## src/hdl/evg_params.svh

```systemverilog
`ifndef EVG_PARAMS_SVH
`define EVG_PARAMS_SVH
// Register byte offsets
`define EVG_CTRL_OFS     12'h000
`define EVG_BTN_T1_OFS   12'h004
`define EVG_BTN_T2_OFS   12'h008
`define EVG_POS_CFG_OFS  12'h00c
`define EVG_OCC_CFG_OFS  12'h010
`define EVG_OCC_DEAD_OFS 12'h014
`define EVG_STATUS_OFS   12'h018
`define EVG_MASK_OFS     12'h01c
`define EVG_INFO_OFS     12'h020
// Field positions (low bit of each field)
`define EVG_SHORT_LSB    0
`define EVG_DOUBLE_LSB   16
`define EVG_REPEAT_LSB   0
`define EVG_STUCK_LSB    16
`define EVG_PREP_LSB     0
`define EVG_PDEAD_LSB    16
`define EVG_HOLD_LSB     0
`define EVG_OREP_LSB     16
`define EVG_ODEAD_LSB    0
// Reset values
`define EVG_CTRL_RST     14'h3fff
`define EVG_SHORT_RST    13'h01f4
`define EVG_DOUBLE_RST   12'h0258
`define EVG_REPEAT_RST   11'h0c8
`define EVG_STUCK_RST    8'h0a
`define EVG_HOLD_RST     12'h001
// Timing
`define EVG_CLK_NS       100
`define EVG_MS_NS        1000000
`define EVG_MS_CYCLES    (`EVG_MS_NS / `EVG_CLK_NS)
`define EVG_SEC_MS       1000
`endif

```

## src/hdl/evg_pkg.sv

```systemverilog
package evg_pkg;
   typedef enum logic [5:0] {
      BT_IDLE  = 6'h01,
      BT_DOWN1 = 6'h02,
      BT_WAIT2 = 6'h04,
      BT_DOWN2 = 6'h08,
      BT_LONG  = 6'h10,
      BT_STUCK = 6'h20
   } evg_bst_e;

   typedef enum logic [3:0] {
      EV_PRESS = 4'h0, EV_RELEASE = 4'h1, EV_SHORT = 4'h2, EV_DOUBLE = 4'h3,
      EV_LSTART = 4'h4, EV_LREP = 4'h5, EV_LSTOP = 4'h6, EV_STUCK = 4'h7,
      EV_FREE = 4'h8, EV_POS = 4'h9, EV_OCC = 4'ha, EV_VAC = 4'hb,
      EV_MOVE = 4'hc, EV_NOMOVE = 4'hd
   } evg_ev_e;

   typedef struct packed {
      logic       valid;
      evg_ev_e    code;
      logic [7:0] data;
   } evg_event_s;

   typedef struct packed {
      logic [15:0] ms_div;
      logic        ms_tick;
      logic [9:0]  ms_cnt;
      logic        sec_tick;
      logic        btn_s1, btn_s2, btn_q;
      logic [7:0]  pos_s1, pos_s2, pos_last;
      logic        occ_s1, occ_s2, mot_s1, mot_s2, mot_q;
      evg_bst_e    bst;
      logic [13:0] btn_ms;
      logic [7:0]  btn_s;
      logic [10:0] rep_ms;
      logic [7:0]  pos_rep_s;
      logic        pos_arm;
      logic [13:0] pos_dead;
      logic        occ_state;
      logic [11:0] occ_hold_s;
      logic [7:0]  occ_rep_s;
      logic        occ_arm;
      logic [13:0] occ_dead;
      logic [3:0]  occ_wait;
      logic [13:0] pend;
      logic [13:0] ctrl;
      logic [12:0] short_ms;
      logic [11:0] double_ms;
      logic [10:0] repeat_ms;
      logic [7:0]  stuck_s;
      logic [7:0]  prep_s;
      logic [13:0] pdead_ms;
      logic [11:0] hold_s;
      logic [7:0]  orep_s;
      logic [13:0] odead_ms;
      logic [13:0] status;
      logic [13:0] mask;
      logic [31:0] prdata;
      logic        pready;
      logic        pslverr;
      logic        irq;
      evg_event_s  evt;
   } evg_state_s;
endpackage

```

## src/hdl/evg_event_gen.sv

```systemverilog
// Decided for this implementation: the APB interface to the registers and the placing of the registers.
`timescale 1ns/10ps
`default_nettype none
`include "evg_params.svh"

// Behaviour
// Press then release inside short window gives short event when enabled.
// Two press-release cycles inside double window give double event when enabled.
// While held in long press, emit repeat events every repeat interval.
// Hold beyond stuck time stops all further long-press events for that hold.
// Every button event type has its own enable; disabled types never emitted. The free event has none and is gated by the stuck enable ctrl[7].
// Position is reported periodically at the report interval when enabled.
// Position events wait the position dead time before going out.
// Occupancy state held at least the hold time before changing.
// With repeat enabled, occupancy event re-sent each report interval.
// Occupancy events wait the occupancy dead time before going out.
// Occupied, vacant, movement, no-movement each gated by own enable.
// All timing from a millisecond tick; counters clear on reset and new press/change.
module evg_event_gen
   import evg_pkg::*;
#(
   parameter int MS_CYCLES = `EVG_MS_CYCLES
)
(
   input  wire logic        pclk,
   input  wire logic        presetn,
   input  wire logic        psel,
   input  wire logic        penable,
   input  wire logic        pwrite,
   input  wire logic [11:0] paddr,
   input  wire logic [31:0] pwdata,
   output logic      [31:0] prdata,
   output logic             pready,
   output logic             pslverr,
   input  wire logic        button_in,
   input  wire logic [7:0]  position_in,
   input  wire logic        occupied_in,
   input  wire logic        motion_in,
   output evg_event_s       evt,
   output logic             irq
);

   evg_state_s r;
   evg_state_s n;

   logic [13:0] raw;
   logic [13:0] en_mask;
   logic [13:0] avail;
   logic [13:0] wclr;
   logic [13:0] sent;
   logic [15:0] dn;
   logic        rise;
   logic        fall;
   logic        pos_trig;
   logic        occ_trig;
   logic [3:0]  occ_kind;
   logic        wr;
   logic        rd_setup;

   function automatic logic [15:0] dead_step(input logic trig, input logic armed, input logic [13:0] cnt,
                                             input logic [13:0] cfg, input logic tick);
      logic [15:0] res;
      res = {1'b0, armed, cnt};
      // A new event restarts the wait, so all events that came during one wait go out together when it ends
      if (trig)
         res = (cfg == 14'h0000) ? 16'h8000 : {2'b01, cfg};
      else if (armed && tick)
         res = (cnt <= 14'h0001) ? 16'h8000 : {2'b01, cnt - 14'h0001};
      return res;
   endfunction
   function automatic logic [13:0] inc14(input logic [13:0] v);
      return (v == 14'h3fff) ? v : v + 14'h0001;
   endfunction
   function automatic logic [3:0] first_set(input logic [13:0] v);
      logic [3:0] idx;
      idx = 4'h0;
      for (int i = 13; i >= 0; i--)
      begin
         if (v[i])
            idx = 4'(i);
      end
      return idx;
   endfunction

   always_comb
   begin
      n        = r;
      raw      = 14'h0000;
      pos_trig = 1'b0;
      occ_trig = 1'b0;
      occ_kind = 4'h0;
      wclr     = 14'h0000;
      sent     = 14'h0000;
      dn       = 16'h0000;

      // Millisecond and second ticks
      n.ms_tick  = 1'b0;
      n.sec_tick = 1'b0;
      if (r.ms_div >= 16'(MS_CYCLES - 1))
      begin
         n.ms_div  = 16'h0000;
         n.ms_tick = 1'b1;
      end
      else
         n.ms_div = r.ms_div + 16'h0001;
      if (r.ms_tick)
      begin
         if (r.ms_cnt >= 10'(`EVG_SEC_MS - 1))
         begin
            n.ms_cnt   = 10'h000;
            n.sec_tick = 1'b1;
         end
         else
            n.ms_cnt = r.ms_cnt + 10'h001;
      end

      // Pin synchronisers
      n.btn_s1 = button_in;
      n.btn_s2 = r.btn_s1;
      n.pos_s1 = position_in;
      n.pos_s2 = r.pos_s1;
      n.occ_s1 = occupied_in;
      n.occ_s2 = r.occ_s1;
      n.mot_s1 = motion_in;
      n.mot_s2 = r.mot_s1;

      // Button
      n.btn_q = r.btn_s2;
      rise    = r.btn_s2 & ~r.btn_q;
      fall    = ~r.btn_s2 & r.btn_q;
      if (rise)
         raw[EV_PRESS] = 1'b1;
      if (fall)
         raw[EV_RELEASE] = 1'b1;
      if (r.ms_tick)
         n.btn_ms = inc14(r.btn_ms);
      if (r.sec_tick && r.btn_s != 8'hff)
         n.btn_s = r.btn_s + 8'h01;
      unique case (r.bst)
         BT_IDLE:
         begin
            if (rise)
            begin
               n.bst    = BT_DOWN1;
               n.btn_ms = 14'h0000;
               n.btn_s  = 8'h00;
            end
         end
         BT_DOWN1:
         begin
            if (fall)
            begin
               // Short press is held back while a second press may still come
               if (r.ctrl[EV_DOUBLE])
                  n.bst = BT_WAIT2;
               else
               begin
                  raw[EV_SHORT] = 1'b1;
                  n.bst         = BT_IDLE;
               end
            end
            else if (r.btn_ms >= 14'(r.short_ms))
            begin
               raw[EV_LSTART] = 1'b1;
               n.rep_ms       = 11'h000;
               n.bst          = BT_LONG;
            end
         end
         BT_WAIT2:
         begin
            if (rise)
               n.bst = BT_DOWN2;
            else if (r.btn_ms >= 14'(r.double_ms))
            begin
               raw[EV_SHORT] = 1'b1;
               n.bst         = BT_IDLE;
            end
         end
         BT_DOWN2:
         begin
            if (fall)
            begin
               if (r.btn_ms < 14'(r.double_ms))
                  raw[EV_DOUBLE] = 1'b1;
               n.bst = BT_IDLE;
            end
         end
         BT_LONG:
         begin
            if (r.ms_tick)
               n.rep_ms = r.rep_ms + 11'h001;
            if (fall)
            begin
               raw[EV_LSTOP] = 1'b1;
               n.bst         = BT_IDLE;
            end
            else if (r.ctrl[EV_STUCK] && r.btn_s >= r.stuck_s)
            begin
               raw[EV_STUCK] = 1'b1;
               n.bst         = BT_STUCK;
            end
            else if (r.ms_tick && r.rep_ms + 11'h001 >= r.repeat_ms)
            begin
               raw[EV_LREP] = 1'b1;
               n.rep_ms     = 11'h000;
            end
         end
         BT_STUCK:
         begin
            // No repeat and no stop while stuck; release reports free instead
            if (fall)
            begin
               raw[EV_FREE] = 1'b1;
               n.bst        = BT_IDLE;
            end
         end
         default:
            n.bst = BT_IDLE;
      endcase

      // Position sensor
      n.pos_last = r.pos_s2;
      if (r.sec_tick)
         n.pos_rep_s = r.pos_rep_s + 8'h01;
      if (r.pos_s2 != r.pos_last)
         pos_trig = 1'b1;
      else if (r.sec_tick && r.prep_s != 8'h00 && r.pos_rep_s + 8'h01 >= r.prep_s)
         pos_trig = 1'b1;
      pos_trig = pos_trig & r.ctrl[8];
      if (pos_trig)
         n.pos_rep_s = 8'h00;
      dn = dead_step(pos_trig, r.pos_arm, r.pos_dead, r.pdead_ms, r.ms_tick);
      raw[EV_POS] = dn[15];
      n.pos_arm   = dn[14];
      n.pos_dead  = dn[13:0];

      // Occupancy sensor
      if (r.sec_tick && r.occ_hold_s != 12'hfff)
         n.occ_hold_s = r.occ_hold_s + 12'h001;
      if (r.sec_tick)
         n.occ_rep_s = r.occ_rep_s + 8'h01;
      // Second tick free-runs, so one tick more than the hold count proves a full hold has passed
      if (r.occ_s2 != r.occ_state && r.occ_hold_s > r.hold_s)
      begin
         n.occ_state  = r.occ_s2;
         n.occ_hold_s = 12'h000;
         n.occ_rep_s  = 8'h00;
         occ_trig     = 1'b1;
         occ_kind     = r.occ_s2 ? 4'h1 : 4'h2;
      end
      else if (r.ctrl[11] && r.sec_tick && r.orep_s != 8'h00 && r.occ_rep_s + 8'h01 >= r.orep_s)
      begin
         n.occ_rep_s = 8'h00;
         occ_trig    = 1'b1;
         occ_kind    = r.occ_state ? 4'h1 : 4'h2;
      end
      n.mot_q = r.mot_s2;
      if (r.mot_s2 != r.mot_q)
      begin
         occ_trig = 1'b1;
         occ_kind = occ_kind | (r.mot_s2 ? 4'h4 : 4'h8);
      end
      n.occ_wait = r.occ_wait | occ_kind;
      dn = dead_step(occ_trig, r.occ_arm, r.occ_dead, r.odead_ms, r.ms_tick);
      n.occ_arm  = dn[14];
      n.occ_dead = dn[13:0];
      if (dn[15])
      begin
         raw[13:10] = n.occ_wait;
         n.occ_wait = 4'h0;
      end

      // Enable gating and one event per cycle to the bus side
      en_mask = {r.ctrl[13:12], r.ctrl[10:9], r.ctrl[8], r.ctrl[7], r.ctrl[7:0]};
      avail   = r.pend | (raw & en_mask);
      n.evt   = '{valid: 1'b0, code: EV_PRESS, data: 8'h00};
      if (avail != 14'h0000)
      begin
         n.evt.valid = 1'b1;
         n.evt.code  = evg_ev_e'(first_set(avail));
         if (n.evt.code == EV_POS)
            n.evt.data = r.pos_s2;
         else if (n.evt.code >= EV_OCC)
            n.evt.data = {7'h00, r.occ_state};
         sent[first_set(avail)] = 1'b1;
      end
      n.pend = avail & ~sent;

      // APB slave: zero wait states, answer in the first access cycle
      rd_setup  = psel & ~penable;
      wr        = psel & penable & pwrite & r.pready;
      n.pready  = rd_setup;
      n.pslverr = 1'b0;
      n.prdata  = 32'h00000000;
      if (rd_setup)
      begin
         unique case (paddr)
            `EVG_CTRL_OFS:     n.prdata = {18'h00000, r.ctrl};
            `EVG_BTN_T1_OFS:   n.prdata = {4'h0, r.double_ms, 3'h0, r.short_ms};
            `EVG_BTN_T2_OFS:   n.prdata = {8'h00, r.stuck_s, 5'h00, r.repeat_ms};
            `EVG_POS_CFG_OFS:  n.prdata = {2'h0, r.pdead_ms, 8'h00, r.prep_s};
            `EVG_OCC_CFG_OFS:  n.prdata = {8'h00, r.orep_s, 4'h0, r.hold_s};
            `EVG_OCC_DEAD_OFS: n.prdata = {18'h00000, r.odead_ms};
            `EVG_STATUS_OFS:   n.prdata = {18'h00000, r.status};
            `EVG_MASK_OFS:     n.prdata = {18'h00000, r.mask};
            `EVG_INFO_OFS:     n.prdata = {10'h000, r.bst, 5'h00, r.mot_s2, r.occ_state, r.btn_s2, r.pos_s2};
            default:           n.pslverr = 1'b1;
         endcase
      end
      if (wr)
      begin
         unique case (paddr)
            `EVG_CTRL_OFS:     n.ctrl = pwdata[13:0];
            `EVG_BTN_T1_OFS:
            begin
               n.short_ms  = pwdata[`EVG_SHORT_LSB +: 13];
               n.double_ms = pwdata[`EVG_DOUBLE_LSB +: 12];
            end
            `EVG_BTN_T2_OFS:
            begin
               n.repeat_ms = pwdata[`EVG_REPEAT_LSB +: 11];
               n.stuck_s   = pwdata[`EVG_STUCK_LSB +: 8];
            end
            `EVG_POS_CFG_OFS:
            begin
               n.prep_s   = pwdata[`EVG_PREP_LSB +: 8];
               n.pdead_ms = pwdata[`EVG_PDEAD_LSB +: 14];
            end
            `EVG_OCC_CFG_OFS:
            begin
               n.hold_s = pwdata[`EVG_HOLD_LSB +: 12];
               n.orep_s = pwdata[`EVG_OREP_LSB +: 8];
            end
            `EVG_OCC_DEAD_OFS: n.odead_ms = pwdata[`EVG_ODEAD_LSB +: 14];
            `EVG_STATUS_OFS:   wclr = pwdata[13:0];
            `EVG_MASK_OFS:     n.mask = pwdata[13:0];
            default:           wclr = 14'h0000;
         endcase
      end
      // An event landing in the clearing cycle stays set
      n.status = (r.status & ~wclr) | sent;
      n.irq    = |(n.status & n.mask);
   end

   always_ff @(posedge pclk or negedge presetn)
   begin
      if (!presetn)
      begin
         r           <= '0;
         r.bst       <= BT_IDLE;
         r.ctrl      <= `EVG_CTRL_RST;
         r.short_ms  <= `EVG_SHORT_RST;
         r.double_ms <= `EVG_DOUBLE_RST;
         r.repeat_ms <= `EVG_REPEAT_RST;
         r.stuck_s   <= `EVG_STUCK_RST;
         r.hold_s    <= `EVG_HOLD_RST;
      end
      else
         r <= n;
   end

   assign prdata  = r.prdata;
   assign pready  = r.pready;
   assign pslverr = r.pslverr;
   assign evt     = r.evt;
   assign irq     = r.irq;

endmodule
`default_nettype wire

```

## config.mk

```make
export PLATFORM = sky130hd
export DESIGN_NAME = evg_event_gen
export DESIGN_NICKNAME = d
export VERILOG_FILES = /design/src/hdl/evg_pkg.sv /design/src/hdl/evg_event_gen.sv
export VERILOG_INCLUDE_DIRS = /design/src /design/src/hdl
export SDC_FILE = /design/constraint.sdc
export NUM_CORES = 1
export LEC_CHECK = 0
export ABC_AREA = 1
export BUFFER_PORTS_ARGS = -buffer_cell sky130_fd_sc_hd__buf_2
export CORE_MARGIN = 2
export CORE_UTILIZATION = 40
export DETAILED_ROUTE_END_ITERATION = 8
export PLACE_DENSITY = 0.68
export SYNTH_ARGS = -nofsm -noshare
export SYNTH_HDL_FRONTEND = slang
export SYNTH_SLANG_ARGS = --single-unit
export TNS_END_PERCENT = 100
```

## constraint.sdc

```tcl
create_clock -name pclk -period 4.7 [get_ports pclk]
set_input_delay 0.235 -clock pclk [delete_from_list [all_inputs] [get_ports pclk]]
set_output_delay 0.235 -clock pclk [all_outputs]
set_load 0.005 [all_outputs]
```

Yosys cells after proc, flatten, opt, wreduce, memory -nomap -nowiden

Cells that the tools add are included.
Widths: inputs -> output; s select.

Word-level logic and storage cells: 260
Bits of input ports: 60
Memories: 0
Register bits after elaboration: 366
Memory bits (writable): 0
Latch bits: 0
Bits in read-only memories: 0

Div/mod/pow operators: 0
Eq/ne operators: 28
Reductions and logical operators: 36
Multipliers: 0
Bitwise operators: 20
Order comparisons: 15
Mux-type cells: 103
Add/subtract/negate cells: 10
Shifts and indexed selects: 0

Operators with widths:

| operator              | count |
|---|---|
| $pmux 30 s9           | 1 |
| $mux 16               | 9 |
| $mux 14               | 7 |
| $mux 4                | 19 |
| $mux 11               | 6 |
| $and 14x14->14        | 4 |
| $mux 8                | 7 |
| $eq 12x5->1 const B   | 4 |
| $mux 6                | 7 |
| $mux 1                | 30 |
| $mux 30               | 1 |
| $pmux 6 s5            | 1 |
| $le 14x1->1 const B   | 2 |
| $logic_not 14->1      | 2 |
| $mux 28               | 1 |
| $not 14->14           | 2 |
| $or 14x14->14         | 2 |
| $sub 14x1->14 const B | 2 |
| $add 8x1->8 const B   | 3 |
| $eq 12x4->1 const B   | 2 |
| $ge 8x8->1            | 3 |
| $mux 12               | 2 |
| $mux 22               | 1 |
| $pmux 11 s2           | 1 |
| other kinds (53)      | 93 |

Logic depth before layout (Yosys ltp)

Depth after elaboration: 34
Gate-level depth with buffers: 37

Least setup slack after synthesis

No wires, ideal clock.

Kind: register to register
Start point: reg r[269] (netlist bit)
End point: reg r (netlist bit irq)
Cell stages (with the launch flop): 30
Data required time: 4.581 ns
Path buffers: 0
Setup time: 0.119 ns
Data arrival time: 3.545 ns
Slack: 1.037 ns
Path through: dfrtp_1 -> inv_1 -> nor3_1 -> inv_1 -> nor3_1 -> nand3_1 -> nor3_1 -> xor2_1 -> ha_1 -> nand2_1 -> nor4_1 -> nand4_1 -> nand4_1 -> nand4_1 -> inv_1 -> nand2_1 -> o21bai_1 -> inv_1 -> nand2_1 -> inv_1 -> nand2_1 -> nand2_2 -> nand2_4 -> inv_4 -> nand3_2 -> nand2_1 -> a21boi_0 -> nand3_1 -> nor2_1 -> nand2_1

RTL lines:

| what                     | RTL line             | RTL |
|---|---|---|
| start: declaration       | evg_event_gen.sv:43  | `evg_state_s r;` |
| start signal: assignment | evg_event_gen.sv:359 | `r <= n;` |

==> flow_summary.rst <==
.. list-table::
   :header-rows: 1

   * - Metric
     - Value
   * - Result of the run
     - completed
   * - Number of design rule violations left after detail routing
     - 0
   * - Worst hold stages
     - 3
   * - Maximum clock rate
     - 0.232 GHz
   * - TritonCTS clock tree
     - done
   * - Cell count after synthesis
     - 2201
   * - Share of synthesized area occupied by flip-flops and latches
     - 48.7%
   * - Leakage power total
     - just over 10 nW
   * - Area of the core region
     - 0.0464 mm^2
   * - Placed instance count
     - about 2800
   * - Number of hold-slack violations in the final timing report
     - 0
   * - H-tree depth
     - 2
   * - Share of the core filled with cells
     - a little under half
   * - Routed vias
     - between 15000 and 20000
   * - Most frequent standard cell in the layout excluding fill and tap cells
     - nand2_1
   * - Number of standard-cell rows in the floorplan
     - 79
   * - Net total in the final layout
     - ~2500
   * - Min-delay src
     - pwdata[13]
   * - HPWL after detailed placement
     - 38.6 mm
   * - Slew margin rel.
     - 29.3%
   * - Hold worst-path end
     - en_mask[13]
   * - Clock Pin Slew Worst Setup and Hold Paths
     - 0.06 ns
   * - Post-synth EDFFs
     - 0
   * - Maximum buffer depth of the clock tree
     - 3
   * - WS Path Type
     - reg -> reg
   * - Post-Route Skew
     - 0.0205 ns
   * - Synth-to-Final Area Change
     - 14.4%
   * - Critical-path top delay cell
     - dfrtp_1
   * - Number of max-slew violations in the final report
     - 0
   * - Total number of clock tree sinks
     - 362
   * - Final cycle utilization of the critical path
     - 91.6%
   * - Clock root buffer master
     - clkbuf_16
   * - Yosys top cell area share
     - about 44%
   * - Global Route Usage Sum
     - approximately 22%
   * - Classification of the worst-slack hold path
     - in -> reg
   * - Launch instance of the worst register-to-register path
     - r[267]
   * - Max-cap viol count
     - 0
   * - Arrival time of the worst setup path
     - between 4 and 5 ns
   * - Buf+Inv Stages, Crit Path
     - 7
   * - CP top delay family
     - simple AND/OR/NAND/NOR gates
   * - Mapped cell area
     - 0.0187 mm^2
   * - IO Count
     - ~110
   * - Maximum vdd ir drop
     - ~240 uV
   * - Footprint of the multi-input gates
     - slightly below 0.008 mm^2
   * - Fraction of final layout cells sized beyond drive strength 1
     - approximately an eighth
   * - Post-Route Hold Slack
     - between 0.015 and 0.02 ns
   * - Cell Pwr Density
     - between 300 and 400 mW/mm^2
   * - Pin count of the biggest net entering global routing
     - between 100 and 150
   * - Slew @ Worst Pin
     - 1.06 ns
   * - Worst Path Required
     - approximately 5.2 ns
   * - Insertion delay to the later sink of the worst-skew pair
     - approximately 0.57 ns
   * - Starting density of the core
     - 40.3%
   * - Critical path fanouts, max
     - 5
   * - Final weighted congestion in routability-driven placement
     - ~0.97
   * - Mean post-synth cell area
     - roughly 8.5 um^2
   * - Register bit total from synthesis
     - between 300 and 400
   * - Worst setup SP type
     - flop
   * - Syn. warnings
     - 0
   * - Async set-reset flop share out of synthesis
     - 100%
   * - Area post-placement
     - 0.0196 mm^2
   * - Total CTS buffers
     - 40
   * - Wire length of the first global-routing pass
     - 82.5 mm
   * - Aggregate routed wire length
     - between 50 and 60 mm
   * - Drt pass-1 iters
     - 7
   * - DRC violation total after the first TritonRoute iteration
     - 1820
   * - Via count of the first global-routing pass
     - roughly 15000
   * - Reg area
     - 0.00910 mm^2
   * - Number of filler instances in the final layout
     - 4341
   * - Critical Path Max Stage Delay
     - roughly 0.4 ns
   * - FF-to-FF path depth
     - 33
   * - Average wire length per cell after detail routing
     - 17.9 um
   * - Final instance area
     - 0.0214 mm^2
   * - Initial antenna violation count
     - 2
   * - Detail-routed via count per cell
     - about 5.3
   * - Setup violation total in the final timing report
     - 0
   * - Count of different cell masters after synthesis
     - 60
   * - Leading post-synthesis cells by cell area
     - dfrtp_1 44%, nand2_1 9.1%, inv_1 6.5%
   * - Die outline width
     - 220 um
   * - Area leader, netlist
     - dfrtp_1
   * - Height of the die
     - roughly 220 um
   * - Remaining number of nets flagged by the antenna check after routing
     - 0
   * - Overflow left after global routing
     - 0
   * - Terminus of the critical flop-to-flop path
     - irq
   * - Most frequent cells in the layout
     - 452 x nand2_1, 331 x dfrtp_1, 321 x inv_1
   * - Crit path top cell by count
     - nand2_1
   * - Tot Pwr
     - 7.77 mW
   * - Final Instance Count excl. Fillers
     - ~2900
   * - Final critical path time including I/O delays and setup
     - between 4 and 5 ns
   * - Die outline area
     - approximately 0.048 mm^2
   * - Port Buffer Count
     - between 90 and 100
   * - R2R Setup Slk
     - slightly below 0.4 ns
   * - CP endpoint kind
     - flop
   * - Dominant synthesized flop cell
     - dfrtp_1
-- state kept, by name, indices dropped and copies added, names as in the netlist --
name and count:
prdata 28, evt 13, irq 1, pslverr 1
n 21, en_mask 13, r 284, pready 1
-- per-stage QoR --
stage / setup TNS, ns / setup WS, ns
final: 0 / 0.393
after global routing: -0.00347 / -0.00347
after CTS: 0 / 0.269
after detailed placement: 0 / 0.317
after global placement: 0 / 0.452
after floorplan: 0 / 1.04
-- metal layers --
| layer | GRT usage, % | vias up | part of all wire, % |
|---|---|---|---|
| met5 | 0 | - | 0 |
| met4 | 7.94 | 0 | 3.2 |
| met3 | 4.55 | 102 | 7.6 |
| met2 | 35.2 | 619 | 46 |
| met1 | 29.5 | 7580 | 44 |
| li1 | - | 7399 | - |
-- tightest hold or removal path: stages --
cell     delay (ns)
buf_2          0.11
inv_1          0.11
o21ai_0        0.11
-- how the worst max path moves through the flow --
stage,startpoint,endpoint,slack (ns),cells after the start
2_1_floorplan,r[269],irq,1.04,29
3_3_place_gp,r[269],irq,0.45,31
3_5_place_dp,r[269],irq,0.32,31
4_1_cts,r[269],irq,0.27,31
5_1_grt,r[223],irq,-0.003,36
6_report,r[267],irq,0.39,33
-- synthesized netlist by cell type (all sizes together), types with 8 or more instances --
cell    number
o221ai      15
o211ai      15
clkbuf      47
nor3b       12
a221oi      17
dfstp       31
a21oi       89
nor4        28
nor2       183
o22ai       23
o21ai      203
xor2        38
o31ai       15
nor3        40
dfrtp      331
a31oi        8
ha          86
inv        329
xnor2       20
nand4       30
nand2      470
buf         51
a211oi      18
nand3       59
-- cell families (layout without fill, tap and decap cells) --
group                      count (synthesis)  count (layout)  synth area share (%)
buffers and inverters                    430             561                  9.67
muxes                                      2               2                 0.121
other                                      1               8                0.0201
AOI/OAI and AO/OA                        429             429                  13.5
adders and majority gates                 86              86                  5.76
and+or+nand+nor                          833             833                  19.5
DFF                                      362             362                  48.7
xor gates and xnor gates                  58              58                  2.72
-- cell type report --
cell class,count,share of cell area (%)
sequential,362,42.6
antenna,1,0.0117
tap,607,3.55
clock buffer,63,5.99
clock inverter,10,0.650
multi-input combinational,1415,36.6
inverter,332,5.84
timing repair buffer,156,4.75
-- timing repair --
item                                   CTS  global route
buffers inserted                         0            11
hold buffers                            23             0
setup endpoints to repair                0             9
resized for setup                        0             6
endpoints found under the hold margin  156             0
-- power by group --
| part | internal [mW] | switching, mW |
|---|---|---|
| clock network | 2.03 | 1.29 |
| registers | 3.25 | 0.136 |
| logic | 0.395 | 0.663 |
| total | 5.68 | 2.09 |
Power figures use the tool's default switching activity.
